## config.mk

```make
export PLATFORM = sky130hd
export DESIGN_NAME = sbsram_core
export DESIGN_NICKNAME = d
export VERILOG_FILES = /design/src/core/sbsram_pkg.sv /design/src/core/sbsram_core.sv /design/src/core/sbsram_fifo.sv
export SDC_FILE = /design/constraint.sdc
export NUM_CORES = 2
export LEC_CHECK = 0
export ABC_AREA = 0
export BUFFER_PORTS_ARGS = -buffer_cell sky130_fd_sc_hd__buf_4
export CORE_ASPECT_RATIO = 1.5
export CORE_MARGIN = 4
export CORE_UTILIZATION = 63
export DETAILED_ROUTE_END_ITERATION = 8
export HOLD_SLACK_MARGIN = 0.1
export MAX_ROUTING_LAYER = met4
export PLACE_DENSITY = 0.79
export REMOVE_ABC_BUFFERS = 1
export SYNTH_ARGS = -nofsm -noshare
export SYNTH_HDL_FRONTEND = slang
export SYNTH_SLANG_ARGS = --single-unit
```

## constraint.sdc

```tcl
create_clock -name clk -period 6.65 [get_ports clk]
set_clock_uncertainty 0.1 [all_clocks]
set_input_delay 0.665 -clock clk [delete_from_list [all_inputs] [get_ports clk]]
set_output_delay 0.665 -clock clk [all_outputs]
set_load 0.05 [all_outputs]
```

## src/core/sbsram_pkg.sv

```systemverilog
`default_nettype none
package sbsram_pkg;
    // Bus widths of the modelled array.
    localparam int DATA_W = 32;
    localparam int LANES = 4;
    localparam int LANE_W = 8;
    localparam int ADDR_W = 6;
    localparam int DEPTH = 64;
    // Write FIFO geometry.
    localparam int FIFO_W = ADDR_W + DATA_W + LANES;
    localparam int FIFO_D = 16;
    // Power-up wait before the first access.
    localparam int CLK_MHZ = 10;
    localparam int POWER_UP_WAIT_MS = 1;
    localparam int POWER_UP_CYC = POWER_UP_WAIT_MS * 1000 * CLK_MHZ;
    localparam int PWR_CNT_W = 16;
    // Reset value and lane-enable masks.
    localparam logic [DATA_W-1:0] DATA_RST = 32'h0000_0000;
    localparam logic [LANES-1:0] LANES_NONE = 4'h0;
    localparam logic [LANES-1:0] LANES_ALL = 4'hF;
    // Output drive state.
    typedef enum logic [1:0] {SBS_IDLE, SBS_READ, SBS_WRITTEN, SBS_SLEEP} sbs_state_t;
endpackage
`default_nettype wire

```

## src/core/sbsram_core.sv

```systemverilog
`default_nettype none
// Behaviour
// - Selected only with primary_select_n low, depth_select_hi high and depth_select_lo_n low.
// - All lanes are written when global_write_n is low, or with the gate low and every lane low.
// - After a write the data bus stays undriven until a read is started by either address strobe.
// - On leaving sleep the data bus stays undriven until a normal access starts.
// - Data is driven only while outEnable_n is low; raising it releases the bus at the next clock edge.
module sbsram_core (
    input wire logic clk,
    input wire logic srst,
    input wire logic primary_select_n,
    input wire logic depth_select_hi,
    input wire logic depth_select_lo_n,
    input wire logic proc_addr_strobe_n,
    input wire logic ctrl_addr_strobe_n,
    input wire logic global_write_n,
    input wire logic byte_write_gate_n,
    input wire logic [sbsram_pkg::LANES-1:0] lane_write_n,
    input wire logic outEnable_n,
    input wire logic sleep_request,
    input wire logic [sbsram_pkg::ADDR_W-1:0] addr,
    input wire logic [sbsram_pkg::DATA_W-1:0] dataIn,
    output logic [sbsram_pkg::DATA_W-1:0] dataOut,
    output logic dataOe,
    output logic writeStall,
    output logic powerReady,
    output logic sleepViolation
);
    logic [sbsram_pkg::DATA_W-1:0] mem [sbsram_pkg::DEPTH];
    logic selected, strobe, startRead, startWrite;
    logic [sbsram_pkg::LANES-1:0] laneEn;
    logic fifoInReady, fifoOutValid;
    logic [sbsram_pkg::FIFO_W-1:0] fifoOut;
    sbsram_pkg::sbs_state_t state_r, state_nxt;
    logic [sbsram_pkg::DATA_W-1:0] dataOut_r, dataOut_nxt;
    logic dataOe_r, dataOe_nxt, stall_r, stall_nxt, viol_r, viol_nxt;
    logic [sbsram_pkg::PWR_CNT_W-1:0] pwrCnt_r, pwrCnt_nxt;
    logic ready_r, ready_nxt;

    // Lane enables for a write; zero means no write at all.
    function automatic logic [sbsram_pkg::LANES-1:0] lanes_of(
        input logic gw, input logic gate, input logic [sbsram_pkg::LANES-1:0] bw);
        logic [sbsram_pkg::LANES-1:0] r;
        r = sbsram_pkg::LANES_NONE;
        if (!gw) begin
            r = sbsram_pkg::LANES_ALL;
        end else if (!gate) begin
            r = ~bw;
        end
        return r;
    endfunction

    //----------------------------------------
    // Access decode
    //----------------------------------------
    // select decode.
    assign selected = !primary_select_n && depth_select_hi && !depth_select_lo_n;
    assign strobe = !proc_addr_strobe_n || !ctrl_addr_strobe_n;
    assign laneEn = lanes_of(global_write_n, byte_write_gate_n, lane_write_n);
    assign startWrite = selected && strobe && !sleep_request && (laneEn != sbsram_pkg::LANES_NONE)
        && ready_r;
    assign startRead = selected && strobe && !sleep_request && (laneEn == sbsram_pkg::LANES_NONE)
        && ready_r;

    //----------------------------------------
    // Write buffer
    //----------------------------------------
    // Writes are queued and retired into the array one per cycle.
    sbsram_fifo #(.WIDTH(sbsram_pkg::FIFO_W), .DEPTH(sbsram_pkg::FIFO_D)) uFifo (
        .clk(clk),
        .srst(srst),
        .inValid(startWrite),
        .inReady(fifoInReady),
        .inData({addr, dataIn, laneEn}),
        .outValid(fifoOutValid),
        .outReady(1'b1),
        .outData(fifoOut)
    );

    // Array update per enabled lane.
    always_ff @(posedge clk) begin
        if (fifoOutValid) begin
            for (int i = 0; i < sbsram_pkg::LANES; i++) begin
                if (fifoOut[i]) begin
                    mem[fifoOut[sbsram_pkg::FIFO_W-1 -: sbsram_pkg::ADDR_W]]
                        [i*sbsram_pkg::LANE_W +: sbsram_pkg::LANE_W] <=
                        fifoOut[sbsram_pkg::LANES + i*sbsram_pkg::LANE_W +: sbsram_pkg::LANE_W];
                end
            end
        end
    end

    //----------------------------------------
    // Output drive and power-up
    //----------------------------------------
    // Next state of the data bus drive.
    always_comb begin
        state_nxt = state_r;
        dataOut_nxt = dataOut_r;
        pwrCnt_nxt = pwrCnt_r;
        ready_nxt = ready_r;
        stall_nxt = !fifoInReady;
        // Any sleep request seen while selected is flagged, asleep or not.
        viol_nxt = sleep_request && selected;
        if (pwrCnt_r == sbsram_pkg::PWR_CNT_W'(sbsram_pkg::POWER_UP_CYC - 1)) begin
            ready_nxt = 1'b1;
        end else begin
            pwrCnt_nxt = sbsram_pkg::PWR_CNT_W'(pwrCnt_r + 1'b1);
        end
        case (state_r)
            sbsram_pkg::SBS_SLEEP: begin
                // stay undriven after sleep until an access.
                if (!sleep_request && startRead) begin
                    state_nxt = sbsram_pkg::SBS_READ;
                end
            end
            default: begin
                if (sleep_request) begin
                    state_nxt = sbsram_pkg::SBS_SLEEP;
                end else if (startWrite) begin
                    state_nxt = sbsram_pkg::SBS_WRITTEN;
                end else if (startRead) begin
                    state_nxt = sbsram_pkg::SBS_READ;
                end
            end
        endcase
        if (startRead) begin
            dataOut_nxt = mem[addr];
        end
        // drive only with output enable low.
        dataOe_nxt = (state_nxt == sbsram_pkg::SBS_READ) && !outEnable_n;
    end

    // State registers.
    always_ff @(posedge clk) begin
        if (srst) begin
            state_r <= sbsram_pkg::SBS_IDLE;
            dataOut_r <= sbsram_pkg::DATA_RST;
            dataOe_r <= 1'b0;
            pwrCnt_r <= '0;
            ready_r <= 1'b0;
            stall_r <= 1'b0;
            viol_r <= 1'b0;
        end else begin
            state_r <= state_nxt;
            dataOut_r <= dataOut_nxt;
            dataOe_r <= dataOe_nxt;
            pwrCnt_r <= pwrCnt_nxt;
            ready_r <= ready_nxt;
            stall_r <= stall_nxt;
            viol_r <= viol_nxt;
        end
    end

    assign dataOut = dataOut_r;
    assign dataOe = dataOe_r;
    assign writeStall = stall_r;
    assign powerReady = ready_r;
    assign sleepViolation = viol_r;
endmodule
`default_nettype wire

```

## src/core/sbsram_fifo.sv

```systemverilog
`default_nettype none
module sbsram_fifo #(
    parameter int WIDTH = 8,
    parameter int DEPTH = 16
) (
    input wire logic clk,
    input wire logic srst,
    input wire logic inValid,
    output logic inReady,
    input wire logic [WIDTH-1:0] inData,
    output logic outValid,
    input wire logic outReady,
    output logic [WIDTH-1:0] outData
);
    localparam int AW = $clog2(DEPTH);
    logic [WIDTH-1:0] mem [DEPTH];
    logic [AW-1:0] wrPtr_r, wrPtr_nxt, rdPtr_r, rdPtr_nxt;
    logic [AW:0] count_r, count_nxt;
    logic push, pop;

    // Handshake and pointer arithmetic.
    always_comb begin
        push = inValid && inReady;
        pop = outValid && outReady;
        wrPtr_nxt = push ? AW'(wrPtr_r + 1'b1) : wrPtr_r;
        rdPtr_nxt = pop ? AW'(rdPtr_r + 1'b1) : rdPtr_r;
        count_nxt = (AW + 1)'(count_r + (AW + 1)'(push) - (AW + 1)'(pop));
    end

    assign inReady = (count_r != (AW + 1)'(DEPTH));
    assign outValid = (count_r != '0);
    assign outData = mem[rdPtr_r];

    // Storage and pointer registers.
    always_ff @(posedge clk) begin
        if (push) begin
            mem[wrPtr_r] <= inData;
        end
        if (srst) begin
            wrPtr_r <= '0;
            rdPtr_r <= '0;
            count_r <= '0;
        end else begin
            wrPtr_r <= wrPtr_nxt;
            rdPtr_r <= rdPtr_nxt;
            count_r <= count_nxt;
        end
    end
endmodule
`default_nettype wire

```

# Yosys cells after proc, flatten, opt, wreduce, memory -nomap -nowiden
# Memories as Yosys holds them, arrays and structs flattened. A register that Yosys moved wholly into a read port is not among the register bits.
# Cells that the tools add are included.
[op_classes] n_addsub=5 n_eq_ne=4 mux=23 bitwise=1 n_reduce_logical=23
[op_table] op="16-bit by 1-bit adder with 16-bit output, second input constant" count=1
[op_table] op="16-bit by 14-bit == test with 1-bit output, second input constant" count=1
[op_table] op="4-bit two-way mux" count=4
[op_table] op="1-bit two-way mux" count=14
[op_table] op="1-bit logical AND" count=12
[op_table] op="2-bit two-way mux" count=5
[op_table] op="4-bit by 1-bit adder with 4-bit output, second input constant" count=2
[op_table] op="1-bit logical NOT" count=7
[op_table] op="5-bit by 1-bit adder with 5-bit output" count=1
[op_table] op="5-bit != test, second input constant" count=1
[op_table] op="5-bit nonzero test" count=1
[op_table] op="5-bit by 1-bit subtractor with 5-bit output" count=1
[op_table] op="4-bit logical NOT" count=1
[op_table] op="4-bit inverter" count=1
[op_table] op="4-bit nonzero test" count=1
[op_table] op="2-bit by 1-bit == test with 1-bit output, second input constant" count=1
[op_table] op="2-bit == test, second input constant" count=1
[op_table] op="1-bit logical OR" count=1
[totals] register_bits=35 mem_bits_rw=2720 input_bits=53 output_inout_bits=36 wordCells=67 n_memories=2
[mem_list] memory="mem" depth=64 word_bits=32 read_ports=1 rd_ports_with_merged_regs=1 write_ports=1 line_no="sbsram_core.sv:29" text="logic [sbsram_pkg::DATA_W-1:0] mem [sbsram_pkg::DEPTH];"
[mem_list] memory="uFifo.mem" depth=16 word_bits=42 read_ports=1 rd_ports_with_merged_regs=1 write_ports=1 line_no="sbsram_fifo.sv:16" text="logic [WIDTH-1:0] mem [DEPTH];"

# Depth between registers and ports, before layout
[depth] depth_word=13 ltp_mapped=14 mapped_depth_nobuf=13

# Hierarchy
# A second synthesis with hierarchy kept.
[unflattened] hier_cells=5037 area_unflattened_um2=107355.5
[modules_own_cells] module="sbsram_core" n_inst=1 cells_each=3900 area_each_um2=81316.7 seq_area_each_um2=62580.0
[modules_own_cells] module="sbsram_fifo" n_inst=1 cells_each=1137 area_each_um2=26038.7 seq_area_each_um2=20519.7

# Worst setup path before layout
# OpenSTA, ideal clock, no wires.
[synth_timing] kind="input port to flip-flop" startpoint="input primary_select_n" endpoint="memory uFifo.mem[3][0] in the netlist's numbering (enable)" setup_ns=0.494 arrival_time_ns=4.973 required_time_ns=6.056 setup_slack_ns=1.084 stages=5 path_buffers=0 cell_sequence="or3b_2 > a211o_1 > nor3_2 > nand2_1 > nor3_1"
[synth_via] elab_chain_cells=10
[synth_rtl] item="from (decl)" line_no="sbsram_core.sv:11" text="input wire logic primary_select_n,"
[synth_rtl] item="1-bit logical NOT" line_no="sbsram_core.sv:57" text="assign selected = !primary_select_n && depth_select_hi && !depth_select_lo_n;"
[synth_rtl] item="1-bit logical AND (2 in a row)" line_no="sbsram_core.sv:57"
[synth_rtl] item="1-bit logical AND (3 in a row)" line_no="sbsram_core.sv:60" text="assign startWrite = selected && strobe && !sleep_request && (laneEn != sbsram_pkg::LANES_NONE)"
[synth_rtl] item="1-bit logical AND" line_no="sbsram_core.sv:61" text="&& ready_r;"
[synth_rtl] item="1-bit logical AND" line_no="sbsram_fifo.sv:23" text="push = inValid && inReady;"
[synth_rtl] item="net uFifo.push" line_no="sbsram_fifo.sv:19" text="logic push, pop;"
[synth_rtl] item="1-bit two-way mux" line_no="sbsram_fifo.sv:36" text="if (push) begin"
[synth_rtl] item="1-bit two-way mux (not written as such)" line_no="sbsram_fifo.sv:37" text="mem[wrPtr_r] <= inData;"
[synth_rtl] item="to (decl)" line_no="sbsram_fifo.sv:16"
# The timed path passes the listed nets, and every way through them passes these cells.

==> key figures <==
Status
  – Result of the run: finished clean

Clock tree
  – Post-cts sizing count: 0
  – TritonCTS clock tree: done
  – Clock tree buffer depth: 3
  – Clock tree root driver cell: sky130_fd_sc_hd__clkbuf_16
  – Total number of clock tree sinks: 2791
  – Hold buffer count at CTS: 38
  – Clock insertion delay at the later pin of the skew report: 0.87 ns
  – H-tree depth: 4
  – Number of buffers created by CTS: 229
  – Post-CTS setup buffer count: 0
  – CTS clock-pin slew for the worst setup and hold paths: 0.07 ns

STA
  – Setup-violating endpoint count in the final report: 0
  – Max-slew violation count: 0
  – Time the worst path needs with I/O delays and setup: 4.754 ns
  – Sum Neg Setup Slack: 0 ns
  – Number of hold violations in the final report: 0
  – F_max: 0.2104 GHz
  – Tcrit/Tclk final: 71.48%
  – Unrepaired setup endpoints after global routing: no
  – Rel. slew slack: 15.34%
  – Slew at the pin closest to its max-slew limit: 1.270 ns

Routing
  – Total wire length after detailed routing: 262700 µm
  – Average vias per placed instance: 6.957
  – Routed length on met2: 136900 µm
  – Vias after detailed routing: 52757
  – Number of search-and-repair iterations in the first detailed-routing pass: 8
  – Wirelength per Cell: 34.64 µm
  – Met1 wire length: 85960 µm
  – Wire length on met3: 24620 µm
  – DRC marker count from the first detailed-route iteration: 7047
  – Residual DRC: 0
  – Number of routed nets with antenna violations: 0
  – Highest metal layer with signal wires: met4

Critical path
  – Crit path required time: 7.03 ns
  – Most frequent cell on the critical path: sky130_fd_sc_hd__mux4_2
  – Family with the most delay on the worst path: simple AND/OR/NAND/NOR gates
  – Critical Path Start Type: flip-flop
  – CP Class: reg -> reg
  – Crit path max fanout: 35
  – Arrival time reported for the critical path endpoint: 5.14 ns
  – Buffers plus inverters on the worst setup path: 0
  – Slowest stage cell on the critical path: sky130_fd_sc_hd__nor2_2
  – CP Cell Sequence: mux4_2 -> nand2b_1 -> mux4_2 -> nor2_2 -> nand2_1 -> nor2_1
  – Longest individual stage delay on the worst path: 0.93 ns
  – CP endpoint kind: flip-flop

Synth
  – Share of the yosys chip area belonging to registers: 77.49%
  – Count of state elements after synthesis: 2791
  – Most common flop cell mapped by yosys: sky130_fd_sc_hd__edfxtp_1
  – Fraction of registers with async set or reset after synthesis: 0%
  – Post-synth EDFFs: 2720
  – Syn Area/Cell: 21.78 µm²
  – Synthesized cell area: 107200 µm²
  – Cell variety after synth: 62
  – Synthesized instance count: 4923
  – Number of synthesis warnings: 0

Pwr
  – Part of the total power dissipated in the clock network: 32.0%
  – Cell-internal power: 0.03145 W
  – Sw power: 0.01138 W
  – Leakage Power: 36.96 nW
  – Pwr Density: 360.4 nW/µm²
  – Switching fraction of total power: 26.58%
  – Sequential power share: 51.8%
  – VDD IR-drop max: 0.3167 mV
  – Total design power: 0.04284 W
  – Portion of total power attributed to combinational logic: 16.2%

Final layout
  – Nets: 5193
  – Commonest non-fill, non-tap cell in the layout: sky130_fd_sc_hd__edfxtp_1
  – Top library cells by usage in the layout, fill and taps aside: sky130_fd_sc_hd__edfxtp_1, sky130_fd_sc_hd__mux4_2, sky130_fd_sc_hd__nor2_1
  – Fill cell count: 9586
  – Area occupied by multi-input gates: 23090 µm²
  – Synth-to-Final Area Change: 10.83%
  – Final cell count without fillers: 7583
  – Total area of sequential cells: 83110 µm²
  – Final cell utilization of the core: 70.15%
  – Share of cells above drive strength 1: 25.44%

Placed design
  – Post-DP HPWL: 150700 µm
  – Final RePlAce weighted congestion: 0.8632
  – DP Cell Count: 7102
  – Buffers on Ports: 88

Floorplan
  – Initial Utilization: 63.29%
  – Ports: 89
  – Core Rows: 185
  – Height of the die: 513.3 µm
  – Floorplan Core Area: 169400 µm²
  – Width of the chip: 344.9 µm
  – Area of the die: 177000 µm²

Min path
  – Kind of path behind the tightest hold check: in -> reg

Global routing
  – Wire length of the first global-routing pass: 384300 µm
  – Total overflow reported by the global router: 0
  – GRT Resource Usage Total: 31.34%
  – Pin count of the biggest net entering global routing: 121
  – Number of global-route vias before repair: 54777
  – Number of antenna violations at the first check in global routing: 16

Run
  – Max-cap violations: 0
==> power by group through the flow <==
stage	clock [W]	combinational (W)	sequential, W
final	0.0137	0.00693	0.0222
after floorplan	0	0.00383	0.0227
after global routing	0.0146	0.00724	0.0223
after CTS	0.0138	0.00685	0.0222
after detailed placement	0	0.00672	0.0226
after global placement	0	0.00646	0.0225
==> worst paths after layout <==
path / start / end / slack (ns) / depth (start not counted)
worst max-delay path: flip-flop / mem[54][2] / 1.90 / 6
worst min-delay path: lane_write_n[3] / uFifo.mem[12][3] / 0.23 / 3
worst max register to register: flip-flop / mem[54][2] / 1.90 / 6
worst min register to register: dataOut[25] / dataOut[25] / 0.39 / 2
==> registers in the layout, indices dropped and copies added, names as in the netlist, named ones only <==
name            count
dataOut            32
uFifo.wrPtr_r       4
sleepViolation      1
pwrCnt_r           16
powerReady          1
state_r             2
writeStall          1
dataOe              1
uFifo.mem         672
uFifo.count_r       5
uFifo.rdPtr_r       4
mem              2048
==> routing by layer <==
metal / vias up / global-route usage (%)
met3: 751 / 5.277
met2: 3603 / 51.49
li1: 21011 / -
met5: - / -
met1: 27392 / 38.72
met4: 0 / 14.40
==> cell usage after synthesis (all sizes together), types with 45 or more instances <==
master | n | share of area (%)
nor2 | 320 | 1.2
a22oi | 105 | 0.74
nand3 | 45 | 0.21
dfxtp | 71 | 1.3
buf | 135 | 0.60
mux4 | 702 | 15
clkbuf | 138 | 0.48
edfxtp | 2720 | 76
a21oi | 75 | 0.35
mux2i | 156 | 1.5
nand2b | 51 | 0.33
nand2 | 105 | 0.37
==> layout make-up <==
| class | count | share of cell area, % |
|---|---|---|
| Clock buffer | 303 | 5.365 |
| Timing Repair Buffer | 246 | 1.755 |
| Clock inverter | 128 | 1.069 |
| Tap cell | 2244 | 2.362 |
| Sequential cell | 2791 | 69.93 |
| Inverter | 20 | 0.06737 |
| Antenna cell | 12 | 0.02527 |
| Multi-Input combinational cell | 1839 | 19.43 |
==> worst reg2reg max path, cell delays in order (launching register included) <==
cell and delay (ns):
sky130_fd_sc_hd__dfxtp_4 0.78, sky130_fd_sc_hd__mux4_2 0.66, sky130_fd_sc_hd__nand2b_1 0.19, sky130_fd_sc_hd__mux4_2 0.53, sky130_fd_sc_hd__nor2_2 0.93, sky130_fd_sc_hd__nand2_1 0.45, sky130_fd_sc_hd__nor2_1 0.76
==> through the flow <==
stage,area (µm²),hold WS [ns],setup WS (ns)
finish,118900,0.2331,1.896
global route,118900,0.1905,1.690
CTS,118800,0.1654,1.937
detailed placement,110800,0.3623,2.018
global placement,110800,0.3397,2.100
floorplan,106100,0.3523,-3.414
==> cell families (layout without fill, tap and decap cells) <==
| group | count (synthesis) | after routing | synth area share [%] |
|---|---|---|---|
| simple gates | 597 | 597 | 2.536 |
| compound gates | 347 | 347 | 2.263 |
| flops | 2791 | 2791 | 77.49 |
| xor+xnor | 20 | 20 | 0.1633 |
| buf+inv | 293 | 697 | 1.149 |
| mux | 862 | 862 | 16.24 |
| fa+ha+maj | 13 | 13 | 0.1587 |
| other cells | 0 | 12 | 0 |
(Power assumes the default switching activity.)
